### src/hdl/cbe_params.svh
`ifndef CBE_PARAMS_SVH
`define CBE_PARAMS_SVH

// register map: the byte address on the wishbone bus is the register index times four
`define CBE_ENABLE_IDX 6'h27
`define CBE_ENABLE_ADDR 8'h9C
`define CBE_STATUS_IDX 6'h28
`define CBE_STATUS_ADDR 8'hA0
`define CBE_PERIOD_IDX 6'h29
`define CBE_PERIOD_ADDR 8'hA4
// field positions and reset values
`define CBE_CHAN_LSB 4
`define CBE_CHAN_MSB 7
`define CBE_BUF_EN_BIT 3
`define CBE_ENABLE_RST 8'h00
// timing: default sample period in clock cycles is period register + 1
`define CBE_PERIOD_RST 8'h07
// bit positions of the channels inside the applied channel vector
`define CBE_CHAN_X 0
`define CBE_CHAN_Y 1
`define CBE_CHAN_Z 2
`define CBE_CHAN_T 3

`endif

### src/hdl/cbe_pkg.sv
`default_nettype none
package cbe_pkg;
    // channel enable vector, bit 0 x, 1 y, 2 z, 3 temperature
    typedef logic [3:0] cbe_chan_t;
    // apply state of the sample-period tracker
    typedef enum logic [1:0] {
        CBE_IDLE = 2'b00,
        CBE_WAIT = 2'b01,
        CBE_APPLY = 2'b10
    } cbe_state_t;
endpackage
`default_nettype wire

### src/hdl/cbe_clock_gate.sv
`timescale 1ns/1ps
`default_nettype none
// latch-free clock gate: enable sampled on the falling edge, glitch-free and gate
module cbe_clock_gate (
    // clock and reset
    input wire logic clk,
    input wire logic rst_n,
    // gate control
    input wire logic en,
    // gated clock
    output logic gclk
);
    // enable held stable while clk is high, so the and cannot glitch
    logic en_lo_r;

    always_ff @(negedge clk or negedge rst_n) begin
        if (!rst_n) begin
            en_lo_r <= 1'b0;
        end else begin
            en_lo_r <= en;
        end
    end

    assign gclk = clk & en_lo_r;
endmodule
`default_nettype wire

### src/hdl/cbe_enable_regs.sv
// The Wishbone register port is this design's own decision.
`timescale 1ns/1ps
`default_nettype none
`include "cbe_params.svh"
// Notes on behaviour
// bits 7..4 enable x, y, z, temperature
// valid selection applied to all downstream blocks
// buffer enable clear gates buffer clocks off
// buffer enable set runs buffer clock
// register at 0x27, resets to zero
// readback unchanged; applies at next sample period

// register map, byte addresses on the wishbone side (index times four):
//   enable register at index 0x27, status view at 0x28, period at 0x29
// software may write the enable register at any time; it reads back exactly
// what was written, but the downstream copy only moves at the edge where the
// sample period counter reaches its terminal count
// holding a change to a period edge keeps every consumer on one setting per
// sample, at the cost of up to one period of latency after the write
// an empty channel set is invalid: the channel copy keeps its old value while
// the buffer enable still follows, so software can stop the buffer alone
// the buffer clock is a gated copy of clk and the one output that is not a
// flop; the gate samples its enable on the falling edge so it cannot chop a pulse
module cbe_enable_regs (
    // clock and reset
    input wire logic clk,
    input wire logic rst_n,
    // wishbone classic slave
    input wire logic wb_cyc_i,
    input wire logic wb_stb_i,
    input wire logic wb_we_i,
    input wire logic [7:0] wb_adr_i,
    input wire logic [3:0] wb_sel_i,
    input wire logic [31:0] wb_dat_i,
    output logic [31:0] wb_dat_o,
    output logic wb_ack_o,
    output logic wb_err_o,
    // applied settings toward the signal path and buffer
    output logic [3:0] chan_en_o,
    output logic buf_en_o,
    output logic sample_tick_o,
    // gated buffer clock
    output logic buf_clk_o
);
    // software-visible enable register
    logic [7:0] enable_r;
    // sample period length minus one, in clock cycles
    logic [7:0] period_r;
    // free running sample period counter
    logic [7:0] per_cnt_r;
    // settings in force downstream
    cbe_pkg::cbe_chan_t chan_act_r;
    logic buf_act_r;
    // a new setting waits for the period boundary
    cbe_pkg::cbe_state_t state_r;
    // registered read data, held until the next read
    logic [31:0] dat_r;
    // one-cycle acknowledge and error answers
    logic ack_r;
    logic err_r;
    // one-cycle pulse after each period boundary
    logic tick_r;
    // a new, not yet answered bus request
    logic req;
    // address decodes for the three mapped registers
    logic hit_en;
    logic hit_st;
    logic hit_per;
    // counter at its terminal count this cycle
    logic boundary;
    // the written channel set is non-empty
    logic sel_valid;
    // an enable write taken this cycle
    logic wr_en;
    // gated clock from the gate cell
    logic gclk;

    // a request is only seen once; ack drops in the following cycle
    assign req = wb_cyc_i & wb_stb_i & ~ack_r & ~err_r;
    // full byte address compare; the low two bits must be zero as well
    assign hit_en = (wb_adr_i == `CBE_ENABLE_ADDR);
    assign hit_st = (wb_adr_i == `CBE_STATUS_ADDR);
    assign hit_per = (wb_adr_i == `CBE_PERIOD_ADDR);
    // a write without byte lane 0 is answered but changes nothing
    assign wr_en = req & wb_we_i & hit_en & wb_sel_i[0];
    // terminal count of the sample period counter
    assign boundary = (per_cnt_r == period_r);
    // an empty channel set is not a valid selection, keep the old one
    assign sel_valid = (enable_r[`CBE_CHAN_MSB:`CBE_CHAN_LSB] != 4'h0);

    // bus answer: ack on mapped address, err otherwise, one cycle after the request
    always_ff @(posedge clk or negedge rst_n) begin
        if (!rst_n) begin
            ack_r <= 1'b0;
            err_r <= 1'b0;
        end else begin
            ack_r <= req & (hit_en | hit_st | hit_per);
            err_r <= req & ~(hit_en | hit_st | hit_per);
        end
    end

    // enable register write, byte lane 0 only
    // the upper lanes carry nothing, so a write with only them selected is a no-op
    always_ff @(posedge clk or negedge rst_n) begin
        if (!rst_n) begin
            enable_r <= `CBE_ENABLE_RST;
        end else if (wr_en) begin
            // the written byte is kept whole, low bits included
            enable_r <= wb_dat_i[7:0];
        end
    end

    // period register write
    // a shorter period takes effect at once; the counter wraps if it is past it
    always_ff @(posedge clk or negedge rst_n) begin
        if (!rst_n) begin
            period_r <= `CBE_PERIOD_RST;
        end else if (req & wb_we_i & hit_per & wb_sel_i[0]) begin
            period_r <= wb_dat_i[7:0];
        end
    end

    // read mux, upper bits read zero
    // writes leave the read data alone so the last read stays visible
    always_ff @(posedge clk or negedge rst_n) begin
        if (!rst_n) begin
            dat_r <= 32'h0000_0000;
        end else if (req & ~wb_we_i) begin
            if (hit_en) begin
                dat_r <= {24'h00_0000, enable_r};
            end else if (hit_st) begin
                // status: applied channels, applied buffer enable, tracker state
                dat_r <= {24'h00_0000, chan_act_r, buf_act_r, 1'b0, state_r};
            end else if (hit_per) begin
                dat_r <= {24'h00_0000, period_r};
            end else begin
                dat_r <= 32'h0000_0000;
            end
        end
    end

    // sample period counter; also wraps if the period shrinks below it
    // the tick is registered, so it trails the boundary by one cycle
    always_ff @(posedge clk or negedge rst_n) begin
        if (!rst_n) begin
            per_cnt_r <= 8'h00;
            tick_r <= 1'b0;
        end else begin
            per_cnt_r <= (boundary || per_cnt_r > period_r) ? 8'h00 : per_cnt_r + 8'h01;
            tick_r <= boundary;
        end
    end

    // pending tracker: a write marks a change, the boundary applies it
    // the state is only for software to see; the apply itself keys off boundary
    always_ff @(posedge clk or negedge rst_n) begin
        if (!rst_n) begin
            state_r <= cbe_pkg::CBE_IDLE;
        end else begin
            case (state_r)
                cbe_pkg::CBE_IDLE: begin
                    // any taken enable write arms the tracker
                    if (wr_en) begin
                        state_r <= cbe_pkg::CBE_WAIT;
                    end
                end
                cbe_pkg::CBE_WAIT: begin
                    // the next terminal count applies it
                    if (boundary) begin
                        state_r <= cbe_pkg::CBE_APPLY;
                    end
                end
                cbe_pkg::CBE_APPLY: begin
                    // one cycle of apply, visible in the status view
                    state_r <= cbe_pkg::CBE_IDLE;
                end
                default: begin
                    state_r <= cbe_pkg::CBE_IDLE;
                end
            endcase
        end
    end

    // applied settings change only at a period boundary
    // holding them until then protects a sample already in flight
    always_ff @(posedge clk or negedge rst_n) begin
        if (!rst_n) begin
            chan_act_r <= 4'h0;
            buf_act_r <= 1'b0;
        end else if (boundary) begin
            if (sel_valid) begin
                chan_act_r <= enable_r[`CBE_CHAN_MSB:`CBE_CHAN_LSB]; // see see
            end
            // the buffer enable loads even when the channel set is invalid
            buf_act_r <= enable_r[`CBE_BUF_EN_BIT];
        end
    end

    // buffer clock gated by the applied enable
    // the gate cell is the only place the buffer clock is formed
    cbe_clock_gate u_gate (
        .clk(clk),
        .rst_n(rst_n),
        .en(buf_act_r), // see
        .gclk(gclk)
    );

    // registered outputs, then the gated buffer clock from the gate cell
    assign wb_ack_o = ack_r;
    assign wb_err_o = err_r;
    assign wb_dat_o = dat_r;
    assign chan_en_o = chan_act_r;
    assign buf_en_o = buf_act_r;
    assign sample_tick_o = tick_r;
    // gated clock cannot come from a flip-flop without breaking it
    assign buf_clk_o = gclk;

    // assertions: checks on what this block drives
    // the buffer clock checks sample on the falling edge, where the gated clock
    // still shows whether the gate let the last rising edge through
    // reset is watched directly, so this one has no disable
    reset_clear_a: assert property (@(posedge clk)
        !rst_n |-> enable_r == `CBE_ENABLE_RST && chan_en_o == 4'h0 && !buf_en_o)
        else $error("enable state not cleared in reset");
    // a valid channel set reaches the outputs right after the boundary
    chan_apply_a: assert property (@(posedge clk) disable iff (!rst_n)
        boundary && sel_valid |=> chan_en_o == $past(enable_r[`CBE_CHAN_MSB:`CBE_CHAN_LSB]))
        else $error("channel set not applied at boundary");
    // an empty channel set leaves the applied channels alone
    chan_keep_a: assert property (@(posedge clk) disable iff (!rst_n)
        boundary && !sel_valid |=> $stable(chan_en_o))
        else $error("invalid channel set applied");
    // channels never move between boundaries
    chan_hold_a: assert property (@(posedge clk) disable iff (!rst_n)
        !$past(boundary) |-> $stable(chan_en_o))
        else $error("channel set changed off boundary");
    // the buffer enable never moves between boundaries
    buf_hold_a: assert property (@(posedge clk) disable iff (!rst_n)
        !$past(boundary) |-> $stable(buf_en_o))
        else $error("buffer enable changed off boundary");
    // disabled buffer: no clock pulse once the gate has seen it
    buf_off_a: assert property (@(negedge clk) disable iff (!rst_n)
        !buf_en_o ##1 !buf_en_o |-> !buf_clk_o)
        else $error("buffer clock runs while disabled");
    // enabled buffer: every clock pulse passes once the gate has seen it
    buf_run_a: assert property (@(negedge clk) disable iff (!rst_n)
        buf_en_o ##1 buf_en_o |-> buf_clk_o)
        else $error("buffer clock stopped while enabled");
    // the buffer enable always loads at the boundary
    buf_apply_a: assert property (@(posedge clk) disable iff (!rst_n)
        boundary |=> buf_en_o == $past(enable_r[`CBE_BUF_EN_BIT]))
        else $error("buffer enable not applied");
    // a read of the enable register returns the stored byte
    read_back_a: assert property (@(posedge clk) disable iff (!rst_n)
        req & ~wb_we_i & hit_en |=> wb_ack_o && wb_dat_o[7:0] == $past(enable_r))
        else $error("readback mismatch");
    // a taken write lands whole
    write_land_a: assert property (@(posedge clk) disable iff (!rst_n)
        wr_en |=> enable_r == $past(wb_dat_i[7:0]))
        else $error("enable write lost");
    // a write without byte lane 0 keeps the register
    lane_off_a: assert property (@(posedge clk) disable iff (!rst_n)
        req && wb_we_i && hit_en && !wb_sel_i[0] |=> $stable(enable_r))
        else $error("write without lane 0 changed the register");
    // a refused access keeps the register
    err_no_write_a: assert property (@(posedge clk) disable iff (!rst_n)
        req && !(hit_en || hit_st || hit_per) |=> $stable(enable_r))
        else $error("refused access changed the register");
    // acknowledge is a single cycle
    ack_one_a: assert property (@(posedge clk) disable iff (!rst_n)
        wb_ack_o |=> !wb_ack_o)
        else $error("ack held too long");
    // error is a single cycle
    err_one_a: assert property (@(posedge clk) disable iff (!rst_n)
        wb_err_o |=> !wb_err_o)
        else $error("err held too long");
    // never both answers at once
    answer_excl_a: assert property (@(posedge clk) disable iff (!rst_n)
        wb_ack_o |-> !wb_err_o)
        else $error("ack and err together");
    // unmapped addresses are refused with err
    unmapped_err_a: assert property (@(posedge clk) disable iff (!rst_n)
        req & ~(hit_en | hit_st | hit_per) |=> wb_err_o && !wb_ack_o)
        else $error("unmapped access not refused");
    // the unused upper read bits stay zero
    dat_high_a: assert property (@(posedge clk) disable iff (!rst_n)
        wb_ack_o |-> wb_dat_o[31:8] == 24'h00_0000)
        else $error("upper read bits not zero");
    // the tick follows every boundary
    tick_follow_a: assert property (@(posedge clk) disable iff (!rst_n)
        boundary |=> sample_tick_o)
        else $error("tick missing after boundary");
    // and comes at no other time
    tick_only_a: assert property (@(posedge clk) disable iff (!rst_n)
        !boundary |=> !sample_tick_o)
        else $error("tick without boundary");
    // a counter past a shrunk period wraps at once
    count_wrap_a: assert property (@(posedge clk) disable iff (!rst_n)
        per_cnt_r > period_r |=> per_cnt_r == 8'h00)
        else $error("period counter did not wrap");
    // an enable write arms the tracker
    track_arm_a: assert property (@(posedge clk) disable iff (!rst_n)
        state_r == cbe_pkg::CBE_IDLE && wr_en |=> state_r == cbe_pkg::CBE_WAIT)
        else $error("tracker not armed by write");
    // the boundary moves the tracker to apply
    track_apply_a: assert property (@(posedge clk) disable iff (!rst_n)
        state_r == cbe_pkg::CBE_WAIT && boundary |=> state_r == cbe_pkg::CBE_APPLY)
        else $error("tracker missed the boundary");
    // apply lasts one cycle
    track_idle_a: assert property (@(posedge clk) disable iff (!rst_n)
        state_r == cbe_pkg::CBE_APPLY |=> state_r == cbe_pkg::CBE_IDLE)
        else $error("tracker stuck in apply");
    // main scenarios
    cover_write_c: cover property (@(posedge clk) wr_en);
    cover_apply_c: cover property (@(posedge clk) state_r == cbe_pkg::CBE_APPLY);
    cover_buf_c: cover property (@(posedge clk) $rose(buf_en_o));
    cover_err_c: cover property (@(posedge clk) wb_err_o);
    cover_invalid_c: cover property (@(posedge clk) boundary && !sel_valid);
endmodule
`default_nettype wire

### config.mk
export PLATFORM = sky130hd
export DESIGN_NAME = cbe_enable_regs
export DESIGN_NICKNAME = d
export VERILOG_FILES = /design/src/hdl/cbe_pkg.sv /design/src/hdl/cbe_clock_gate.sv /design/src/hdl/cbe_enable_regs.sv
export VERILOG_INCLUDE_DIRS = /design/src /design/src/hdl
export SDC_FILE = /design/constraint.sdc
export NUM_CORES = 1
export LEC_CHECK = 0
export ABC_AREA = 1
export BUFFER_PORTS_ARGS = -buffer_cell sky130_fd_sc_hd__buf_2
export CORE_ASPECT_RATIO = 0.8
export CORE_UTILIZATION = 53
export DETAILED_ROUTE_END_ITERATION = 16
export PLACE_DENSITY = 0.85
export SYNTH_ARGS = -nofsm -noshare
export SYNTH_HDL_FRONTEND = slang
export SYNTH_HIERARCHICAL = 1
export SYNTH_SLANG_ARGS = --single-unit
### constraint.sdc
create_clock -name clk -period 4.4 [get_ports clk]
set_clock_uncertainty 0.2 [all_clocks]
set_input_delay 0.22 -clock clk [delete_from_list [all_inputs] [get_ports clk]]
set_output_delay 0.22 -clock clk [all_outputs]
set_load 0.02 [all_outputs]
Yosys cells after proc, flatten, opt, wreduce, memory -nomap -nowiden
Cells that the tools add are included.

Register bits: 67. Output and inout bits: 41. Input bits: 49.

Equality and inequality tests: 7. Reductions and logical operators: 5. Multiplexer cells: 7. Add/subtract/negate cells: 1. Bitwise operators: 18. Order comparisons: 1.

Operator list (count): $mux W8 (4); $eq A8 B8 Y1 const B (3); $and A1 B1 Y1 (12); $add A8 B1 Y8 const B (1); $eq A8 B8 Y1 (1); $gt A8 B8 Y1 (1); $mux W2 (2); $ne A2 B2 Y1 const B (2); $not A1 Y1 (4); $pmux W2 S2 (1); $reduce_and A2 Y1 (2); $reduce_bool A4 Y1 (1); $eq A2 B1 Y1 const B (1); $logic_not A2 Y1 (1); $or A1 B1 Y1 (2); $logic_or A1 B1 Y1 (1).

Longest topological paths before layout
Gate-level depths: netlist (run 1).

Word-level depth: 8. Mapped depth: 9. Depth with buffers taken out: 9.

Hierarchy
The synthesis (run 1) kept the hierarchy.

Modules (own cells, without submodules): cbe_enable_regs (times used 1, cells an instance 282, area each 2391.0 um^2); cbe_clock_gate (times used 1, cells an instance 3, area each 32.5 um^2).

==> impl_results.md, run 1 <==
- Status: finished clean
- Post-CTS sizing: 0
- Row cnt: 21
- DP Worst Slack: approximately 1200 ps
- Die ar.: approximately 4800 µm²
- Syn Inst Count: about 290
- Multiplexer share of the synthesized area: 0%
- Synth Cell Area: roughly 2400 µm²
- DRT iter0 DRCs: 83
- Die Ht: between 60 and 70 µm
- Number of global-route vias before repair: 1943
- TritonCTS clock tree: built
- Worst hold start: wb_stb_i
- Compound-Gate Fraction of Synth Area: about 8.5%
- Final setup margin: approximately 750 ps
- Vias: 1943
- Simple-gate area share of the yosys netlist: 25.5%
- Drt pass-1 iters: 5
- Post-CTS Setup Bufs: 0
- Port Buffer Count: 38
- Hold Path Class: input pin to flip-flop
- Reg clk slew, reported paths: about 70 ps
- Syn Area/Cell: approximately 8.5 µm²
- Drt via density: a little under 5
- Die Wd: ~78 µm
- Largest net degree at the start of global routing: 43
- RR Startpoint: buf_en_o
- Final hold slack: 16.5 ps
- CP arrival: ~3200 ps
- Setup crit start kind: flip-flop
- Max Fanout on Critical Path: 1
- Critical path capture point type: output port
- Async SR Flop Fraction: 100%
- Final ANT Viol Nets: 0
- Main combinational cell family by area after synthesis: simple AND/OR/NAND/NOR gates
- Max-slew violation count: 0
- DPL Wire Length: between 3 and 4 mm
- First-pass GRT wire length: approximately 8.4 mm
- TNS Setup: 0 ps
- Nets: 400
- Pwr/cell area: a little under 300 nW/µm²
- CP Launch Point: u_gate/en_lo_r
- Final Instance Area: roughly 2800 µm²
- Diodes inserted: 0
- I/O Pins: 90
- Required time of the worst setup path: a little under 4000 ps
- Placed cell area: approximately 2600 µm²
- DRC: 0
- RSZ-0062 raised after global routing: false
- Synthesis-to-finish area growth: 16.6%
- Primary FF master, synth: dfrtp_1
- Fillers: 350
- Worst skew pair latency: approximately 400 ps
- Synth cell count leaders: nand2_1, dfrtp_1, inv_1, nand3_1, buf_4
- CP Class: flip-flop to output port
- Initial antenna violation count: 0
- Netlist cell types: 23
- Max-cap violations: 0
- Total congestion overflow: 0
- Initial Util: between 50 and 60%
- Number of synthesized flops with an enable pin: 0
- Fin. Hold Viols: 0
- GRT Util Overall: a little under a quarter
- Total Wirelength: about 4.8 mm
- Final setup violation count: 0
- Yosys Warn Count: 6
- Post-synth top area share: between 40% and 50%
- Worst-Margin Slew: about 540 ps
- Leakage power: approximately 1.5 nW
- Cell type with the largest total area after synthesis: dfrtp_1
- GP Congestion: 0.844
- Routed WL per cell: 12.0 µm
- Max VDD drop: 0.193 mV
- Layout cells sized above 1: a little under a quarter
- Relative slew slack: about 64%
- Flop and latch count out of synthesis: 43
- Cell with the most instances after synthesis: nand2_1
- Synth Area in Adders: approximately 4.6%
- Sequential fraction of the synthesis area: between 40 and 50%
- Core box area: 4280 µm²
- Post-Synth XOR/XNOR Area: between 2 and 2.5%
- Top post-synthesis cells by area: dfrtp_1, nand2_1, buf_4
==> metrics by stage <==
stage	utilization, %	cells	total power, mW
CTS	66.0	400	0.832
finish	66.0	400	0.827
global route	66.0	400	0.865
global placement	59.9	377	0.484
floorplan	-	308	0.475
detailed placement	59.9	377	0.485
==> metal layers <==
| layer | up-vias | share of wire (%) | global-route usage (%) |
|---|---|---|---|
| li1 | 968 | - | - |
| met1 | 894 | 47 | 29.3 |
| met2 | 73 | 45 | 35.3 |
| met3 | 8 | 6.3 | 9.64 |
| met4 | 0 | 1.8 | 8.25 |
| met5 | - | 0 | 0 |
==> layout make-up <==
class                      count  area (µm²)  share of cell area [%]
clock buffer                  12         146                    5.18
clock inverter                 1        3.75                   0.133
timing repair buffer          50         313                    11.1
multi-input combinational    201        1080                    38.1
inverter                      36         135                    4.78
sequential                    43        1080                    38.2
tap                           57        71.3                    2.52
==> state kept, by name, summed over array words and instances (netlist names) <==
register        count
u_gate/en_lo_r      1
wb_ack_o            1
enable_r            8
buf_en_o            1
sample_tick_o       1
period_r            8
state_r             2
per_cnt_r           8
wb_err_o            1
wb_dat_o            8
chan_en_o           4
==> path summary, 6_finish.rpt <==
path	to	slack, ps	cells after the start
setup reg to reg	u_gate/en_lo_r	1440	0
setup / recovery	buf_clk_o	750	3
max in group asynchronous	u_gate/en_lo_r	1870	2
hold / removal	wb_ack_o	20	5
min in group asynchronous	wb_dat_o[3]	240	3
hold reg to reg	state_r[1]	260	1
==> power breakdown <==
| group | leakage, nW | total (mW) | internal [mW] | switching, mW |
|---|---|---|---|---|
| sequential | 0.583 | 0.404 | 0.400 | 0.00406 |
| combinational | 0.833 | 0.0811 | 0.0240 | 0.0570 |
| clock | 0.0893 | 0.342 | 0.201 | 0.141 |
| total | 1.51 | 0.827 | 0.625 | 0.202 |
==> worst max-delay path, stage by stage, from the launching register on <==
cell     delay [ps]
dfrtn_1         380
nand2_1          50
inv_1            40
buf_2           150
==> cells by family after synthesis <==
| kind of cell | Yosys count |
|---|---|
| simple gates | 133 |
| xor+xnor | 6 |
| fa+ha+maj | 9 |
| other cells | 1 |
| buf+inv | 64 |
| compound gates | 29 |
| flops | 43 |
==> placed cells by master, fill, tap and decap left out, types with 3 or more instances in the layout <==
master	netlist	layout
a21oi_1	4	4
inv_1	37	37
o21ai_2	15	15
o21ai_0	7	7
clkbuf_8	0	10
nand2_1	73	73
xor2_1	5	5
ha_1	9	9
dfrtp_1	39	39
dlygate4sd3_1	0	12
nor2_4	5	5
nand3_1	33	33
dfstp_2	3	3
buf_2	0	38
conb_1	1	24
nor2_1	17	17
==> repair_timing <==
item | 4_1_cts | 5_1_grt
hold buffers | 12 | 0
hold endpoints to repair | 64 | 0
setup endpoints to repair | 0 | 0
Note: power is estimated with default switching activity, not from simulation.
==> run 2, diff against run 1 <==
--- a/config.mk
+++ b/config.mk
@@ -9,9 +9,9 @@
 export ABC_AREA = 1
 export BUFFER_PORTS_ARGS = -buffer_cell sky130_fd_sc_hd__buf_2
 export CORE_ASPECT_RATIO = 0.8
-export CORE_UTILIZATION = 53
+export CORE_UTILIZATION = 49
 export DETAILED_ROUTE_END_ITERATION = 16
-export PLACE_DENSITY = 0.85
+export PLACE_DENSITY = 0.8
 export SYNTH_ARGS = -nofsm -noshare
 export SYNTH_HDL_FRONTEND = slang
 export SYNTH_HIERARCHICAL = 1
==> constraint.sdc (replaced) <==
create_clock -name clk -period 3.7 [get_ports clk]
set_clock_uncertainty 0.2 [all_clocks]
set_input_delay 0.185 -clock clk [delete_from_list [all_inputs] [get_ports clk]]
set_output_delay 0.185 -clock clk [all_outputs]
set_load 0.02 [all_outputs]
==> impl_results.md, run 2 (synthesis gave the netlist of run 1 again) <==
- Status: finished clean
- Max-cap violations: 0 (unchanged)
- Reg clk slew, reported paths: 80 ps (about the same)
- Vias: 1913 (-1.5%)
- Total Wirelength: 4.81 mm (+0.42%)
- Hold Path Sink: wb_dat_o[3]
- Diodes inserted: 0 (unchanged)
- Initial antenna violation count: 0 (unchanged)
- Largest net degree at the start of global routing: 43 (unchanged)
- Worst skew pair latency: 410 ps (about the same)
- DPL Wire Length: 3.48 mm (+1.3%)
- RSZ-0062 raised after global routing: false
- CP arrival: 2900 ps (-330 ps)
- First-pass GRT wire length: 8.20 mm (-2.5%)
- Total congestion overflow: 0 (unchanged)
- Most common cell after layout, fill and taps aside: nand2_1
- Row cnt: 22 (+4.8%)
- Placed cell count: 380 (+0.80%)
- I/O Pins: 90 (unchanged)
- Final ANT Viol Nets: 0 (unchanged)
- Max Fanout on Critical Path: 1 (unchanged)
- Worst hold start: wb_stb_i
- Layout cells sized above 1: 22.7% (unchanged)
- Port Buffer Count: 38 (unchanged)
- Die Wd: 80.6 µm (+3.9%)
- Number of global-route vias before repair: 1793 (-7.7%)
- Reg2reg end: u_gate/en_lo_r
- DRT iter0 DRCs: 113 (+36%)
- TNS Setup: 0 ps (unchanged)
- TritonCTS clock tree: built
- Crit-path slowest cell: dfrtn_1
- Hold path depth: 5 (unchanged)
- Sequence of cells on the critical path: nand2_1, inv_1, buf_2
- Max-slew violation count: 0 (unchanged)
- Critical path capture point type: output port
- Tot Pwr: 0.985 mW (+19%)
- Routed WL per cell: 11.9 µm (-0.33%)
- Drt via density: 4.75 (-2.3%)
- GP Congestion: 0.792 (-6.2%)
- Most frequent cells in the layout: nand2_1, dfrtp_1, buf_2, inv_1, nand3_1
- Initial Util: 51.8% (-4.8 points)
- Pwr/cell area: 348 nW/µm² (+19%)
- Leakage power: 1.51 nW (unchanged)
- Worst-Margin Slew: 534 ps (-4.57 ps)
- GRT Util Overall: 21.5% (-1.6 points)
- Nets: 400 (unchanged)
- Relative slew slack: 64.4% (+0.44 points)
- Hold Path Class: input pin to flip-flop
- Synthesis-to-finish area growth: 16.8%
- RR Startpoint: buf_en_o
- CP Class: flip-flop to output port
- Fin. Hold Viols: 0 (unchanged)
- Max VDD drop: 0.216 mV (+12%)
- Required time of the worst setup path: 3310 ps (-670 ps)
- Slowest stage delay, CP: 380 ps (about the same)
- Final std cells w/o fill: 403 (+0.75%)
- Die Ht: 64.9 µm (+3.9%)
- R2R depth: 0 (unchanged)
- Setup crit start kind: flip-flop
- DRC: 0 (unchanged)
- Fillers: 430 (+23%)
- Drt pass-1 iters: 4 (-1)
- Core box area: 4680 µm² (+9.3%)
- Internal reg-to-reg setup slack: 1100 ps (-340 ps)
- Final setup violation count: 0 (unchanged)
- Die ar.: 5230 µm² (+7.9%)
run 2: metrics by stage:
stage | hold WS, ps | utilization (%) | worst slack (ps) | instance area (µm²)
2_1_floorplan | -311 | - | 926 | 2510
3_3_place_gp | 141 | 54.9 | 884 | 2570
3_5_place_dp | 144 | 54.9 | 881 | 2570
4_1_cts | 31.3 | 60.5 | 390 | 2830
5_1_grt | 71.1 | 60.5 | 373 | 2830
6_report | 40.2 | 60.5 | 412 | 2830
run 2: cell type report:
cell class | count | area, µm² | area share, %
sequential | 43 | 1080 | 38.2
inverter | 36 | 135 | 4.77
tap | 60 | 75.1 | 2.65
clock inverter | 1 | 3.75 | 0.133
multi-input combinational | 201 | 1080 | 38.1
timing repair buffer | 50 | 313 | 11.1
clock buffer | 12 | 146 | 5.17
run 2: critical path: cells and delay by family (launching register included):
kind	cells	cell delay, ps
simple gates	1	50
flops	1	380
buf+inv	2	190
run 2: worst max-delay path by stage:
stage	from	endpoint	slack (ps)	cells after the start
after floorplan	u_gate/en_lo_r	buf_clk_o	930	2
after global placement	u_gate/en_lo_r	buf_clk_o	880	3
after detailed placement	u_gate/en_lo_r	buf_clk_o	880	3
after CTS	u_gate/en_lo_r	buf_clk_o	390	3
after global routing	u_gate/en_lo_r	buf_clk_o	370	3
final	u_gate/en_lo_r	buf_clk_o	410	3
run 2: per-layer routing:
metal	global-route usage (%)	wire [µm]
met3	7.04	284
met4	8.26	48
met1	28.6	2380
met5	0	0
met2	32.2	2100
run 2: timing repair:
item,CTS,global route
gates resized for setup,0,0
buffers inserted,0,0
endpoints found under the hold margin,65,0
hold buffers,12,0
run 2: power by group:
group          total, mW  internal (mW)  switching (mW)
Combinational     0.0970         0.0286          0.0684
Sequential         0.481          0.476         0.00523
Clock              0.407          0.239           0.168
==> run 3, diff against run 2 <==
--- a/config.mk
+++ b/config.mk
@@ -9,9 +9,8 @@
 export ABC_AREA = 1
 export BUFFER_PORTS_ARGS = -buffer_cell sky130_fd_sc_hd__buf_2
 export CORE_ASPECT_RATIO = 0.8
-export CORE_UTILIZATION = 49
+export CORE_UTILIZATION = 30
 export DETAILED_ROUTE_END_ITERATION = 16
-export PLACE_DENSITY = 0.8
 export SYNTH_ARGS = -nofsm -noshare
 export SYNTH_HDL_FRONTEND = slang
 export SYNTH_HIERARCHICAL = 1
==> impl_results.md, run 3 (synthesis gave the netlist of run 1 again) <==
- Diodes inserted: 0 (unchanged)
- Worst hold start: wb_stb_i
- Slowest stage delay, CP: 400 ps (+20 ps)
- Drt pass-1 iters: 5 (+1)
- Hold Path Class: input pin to flip-flop
- RR Startpoint: buf_en_o
- Pwr/cell area: 342 nW/µm² (-1.8%)
- Nets: 400 (unchanged)
- First-pass GRT wire length: 8.58 mm (+4.6%)
- Core box area: 7600 µm² (+62%)
- DRT iter0 DRCs: 48 (-58%)
- TritonCTS clock tree: built
- Reg clk slew, reported paths: 80 ps (about the same)
- Setup crit start kind: flip-flop
- Vias: 1875 (-2.0%)
- Routed WL per cell: 11.4 µm (-4.8%)
- GP Congestion: 0.801 (+1.2%)
- Max-cap violations: 0 (unchanged)
- Post-CTS sizing: 0 (unchanged)
- Synthesis-to-finish area growth: 19.1%
- Most frequent cells in the layout: nand2_1, dfrtp_1, buf_2, inv_1, nand3_1
- Critical path capture point type: output port
- Max VDD drop: 0.162 mV (-25%)
- DRC: 0 (unchanged)
- TNS Setup: 0 ps (unchanged)
- Required time of the worst setup path: 3310 ps (about the same)
- Status: finished clean
- Area of the multi-input gates: 1080 µm² (unchanged)
- GRT Util Overall: 14.0% (-7.5 points)
- Final ANT Viol Nets: 0 (unchanged)
- Leakage power: 1.51 nW (unchanged)
- Die Ht: 82.4 µm (+27%)
- Die Wd: 102 µm (+27%)
- R2R depth: 0 (unchanged)
- Worst-Margin Slew: 554 ps (+19.9 ps)
- DPL Wire Length: 3.79 mm (+8.9%)
- Most common cell after layout, fill and taps aside: nand2_1
- Final setup violation count: 0 (unchanged)
- Total congestion overflow: 0 (unchanged)
- Row cnt: 28 (+27%)
- Fillers: 808 (+88%)
- Port Buffer Count: 38 (unchanged)
- Largest net degree at the start of global routing: 43 (unchanged)
- Number of global-route vias before repair: 1797 (+0.22%)
- Crit-path slowest cell: dfrtn_1
- Sequence of cells on the critical path: nand2_1, inv_1, buf_2
- Hold path depth: 5 (unchanged)
- Drt via density: 4.19 (-12%)
- Final Core Density: 38.0% (-23 points)
- Die ar.: 8440 µm² (+61%)
- RSZ-0062 raised after global routing: false
- Storage cell area: 1080 µm² (unchanged)
- Total Wirelength: 5.09 mm (+5.8%)
- I/O Pins: 90 (unchanged)
- Max Fanout on Critical Path: 1 (unchanged)
- CP Class: flip-flop to output port
- CP Launch Point: u_gate/en_lo_r
- Initial antenna violation count: 0 (unchanged)
- Initial Util: 31.9% (-20 points)
- Relative slew slack: 62.9% (-1.5 points)
- Worst skew pair latency: 390 ps (-20 ps)
- Max-slew violation count: 0 (unchanged)
- Fin. Hold Viols: 0 (unchanged)
- Layout cells sized above 1: 22.7% (unchanged)
- CP arrival: 2910 ps (about the same)
run 3: layout make-up:
| type | instances | area share (%) |
|---|---|---|
| clock inverter | 1 | 0.130 |
| inverter | 36 | 4.68 |
| timing repair buffer | 50 | 10.8 |
| clock buffer | 12 | 5.07 |
| sequential | 43 | 37.4 |
| tap | 105 | 4.55 |
| multi-input combinational | 201 | 37.3 |
run 3: metal layers:
metal | up-vias | track usage (%) | routed length [µm]
li1 | 962 | - | -
met1 | 847 | 19.2 | 2670
met2 | 57 | 19.0 | 2020
met3 | 9 | 5.30 | 321
met4 | 0 | 6.71 | 81
met5 | - | 0 | 0
run 3: what timing repair did:
| action | CTS | global route |
|---|---|---|
| buffers inserted | 0 | 0 |
| hold endpoints to repair | 65 | 0 |
| hold buffers | 12 | 0 |
run 3: power by group:
| part | internal (mW) | leakage, nW | switching (mW) | total [mW] |
|---|---|---|---|---|
| Sequential | 0.476 | 0.583 | 0.00532 | 0.481 |
| Combinational | 0.0286 | 0.833 | 0.0688 | 0.0973 |
| Clock | 0.239 | 0.0893 | 0.168 | 0.408 |
| Total | 0.744 | 1.51 | 0.243 | 0.986 |
run 3: worst max-delay path, delay by kind of cell, from the launching register on:
family | cells | cell delay [ps]
DFF | 1 | 400
buffers and inverters | 2 | 190
and+or+nand+nor | 1 | 60
run 3: per-stage QoR:
step | std cells | power, mW | setup WS [ps] | instance area [µm²] | hold slack (ps)
floorplan | 308 | 0.564 | 926 | 2510 | -311
global placement | 425 | 0.578 | 884 | 2630 | 137
detailed placement | 425 | 0.579 | 867 | 2630 | 153
CTS | 448 | 1.00 | 386 | 2890 | 46.0
global route | 448 | 1.03 | 360 | 2890 | 84.8
finish | 448 | 0.986 | 407 | 2890 | 48.0
run 3: path summary, 6_finish.rpt:
kind                            slack, ps              to
worst max register to register       1080  u_gate/en_lo_r
worst max-delay path                  410       buf_clk_o
min in group asynchronous             240   sample_tick_o
worst min register to register        260      state_r[1]
max in group asynchronous            1530  u_gate/en_lo_r
worst min-delay path                   50     wb_dat_o[3]
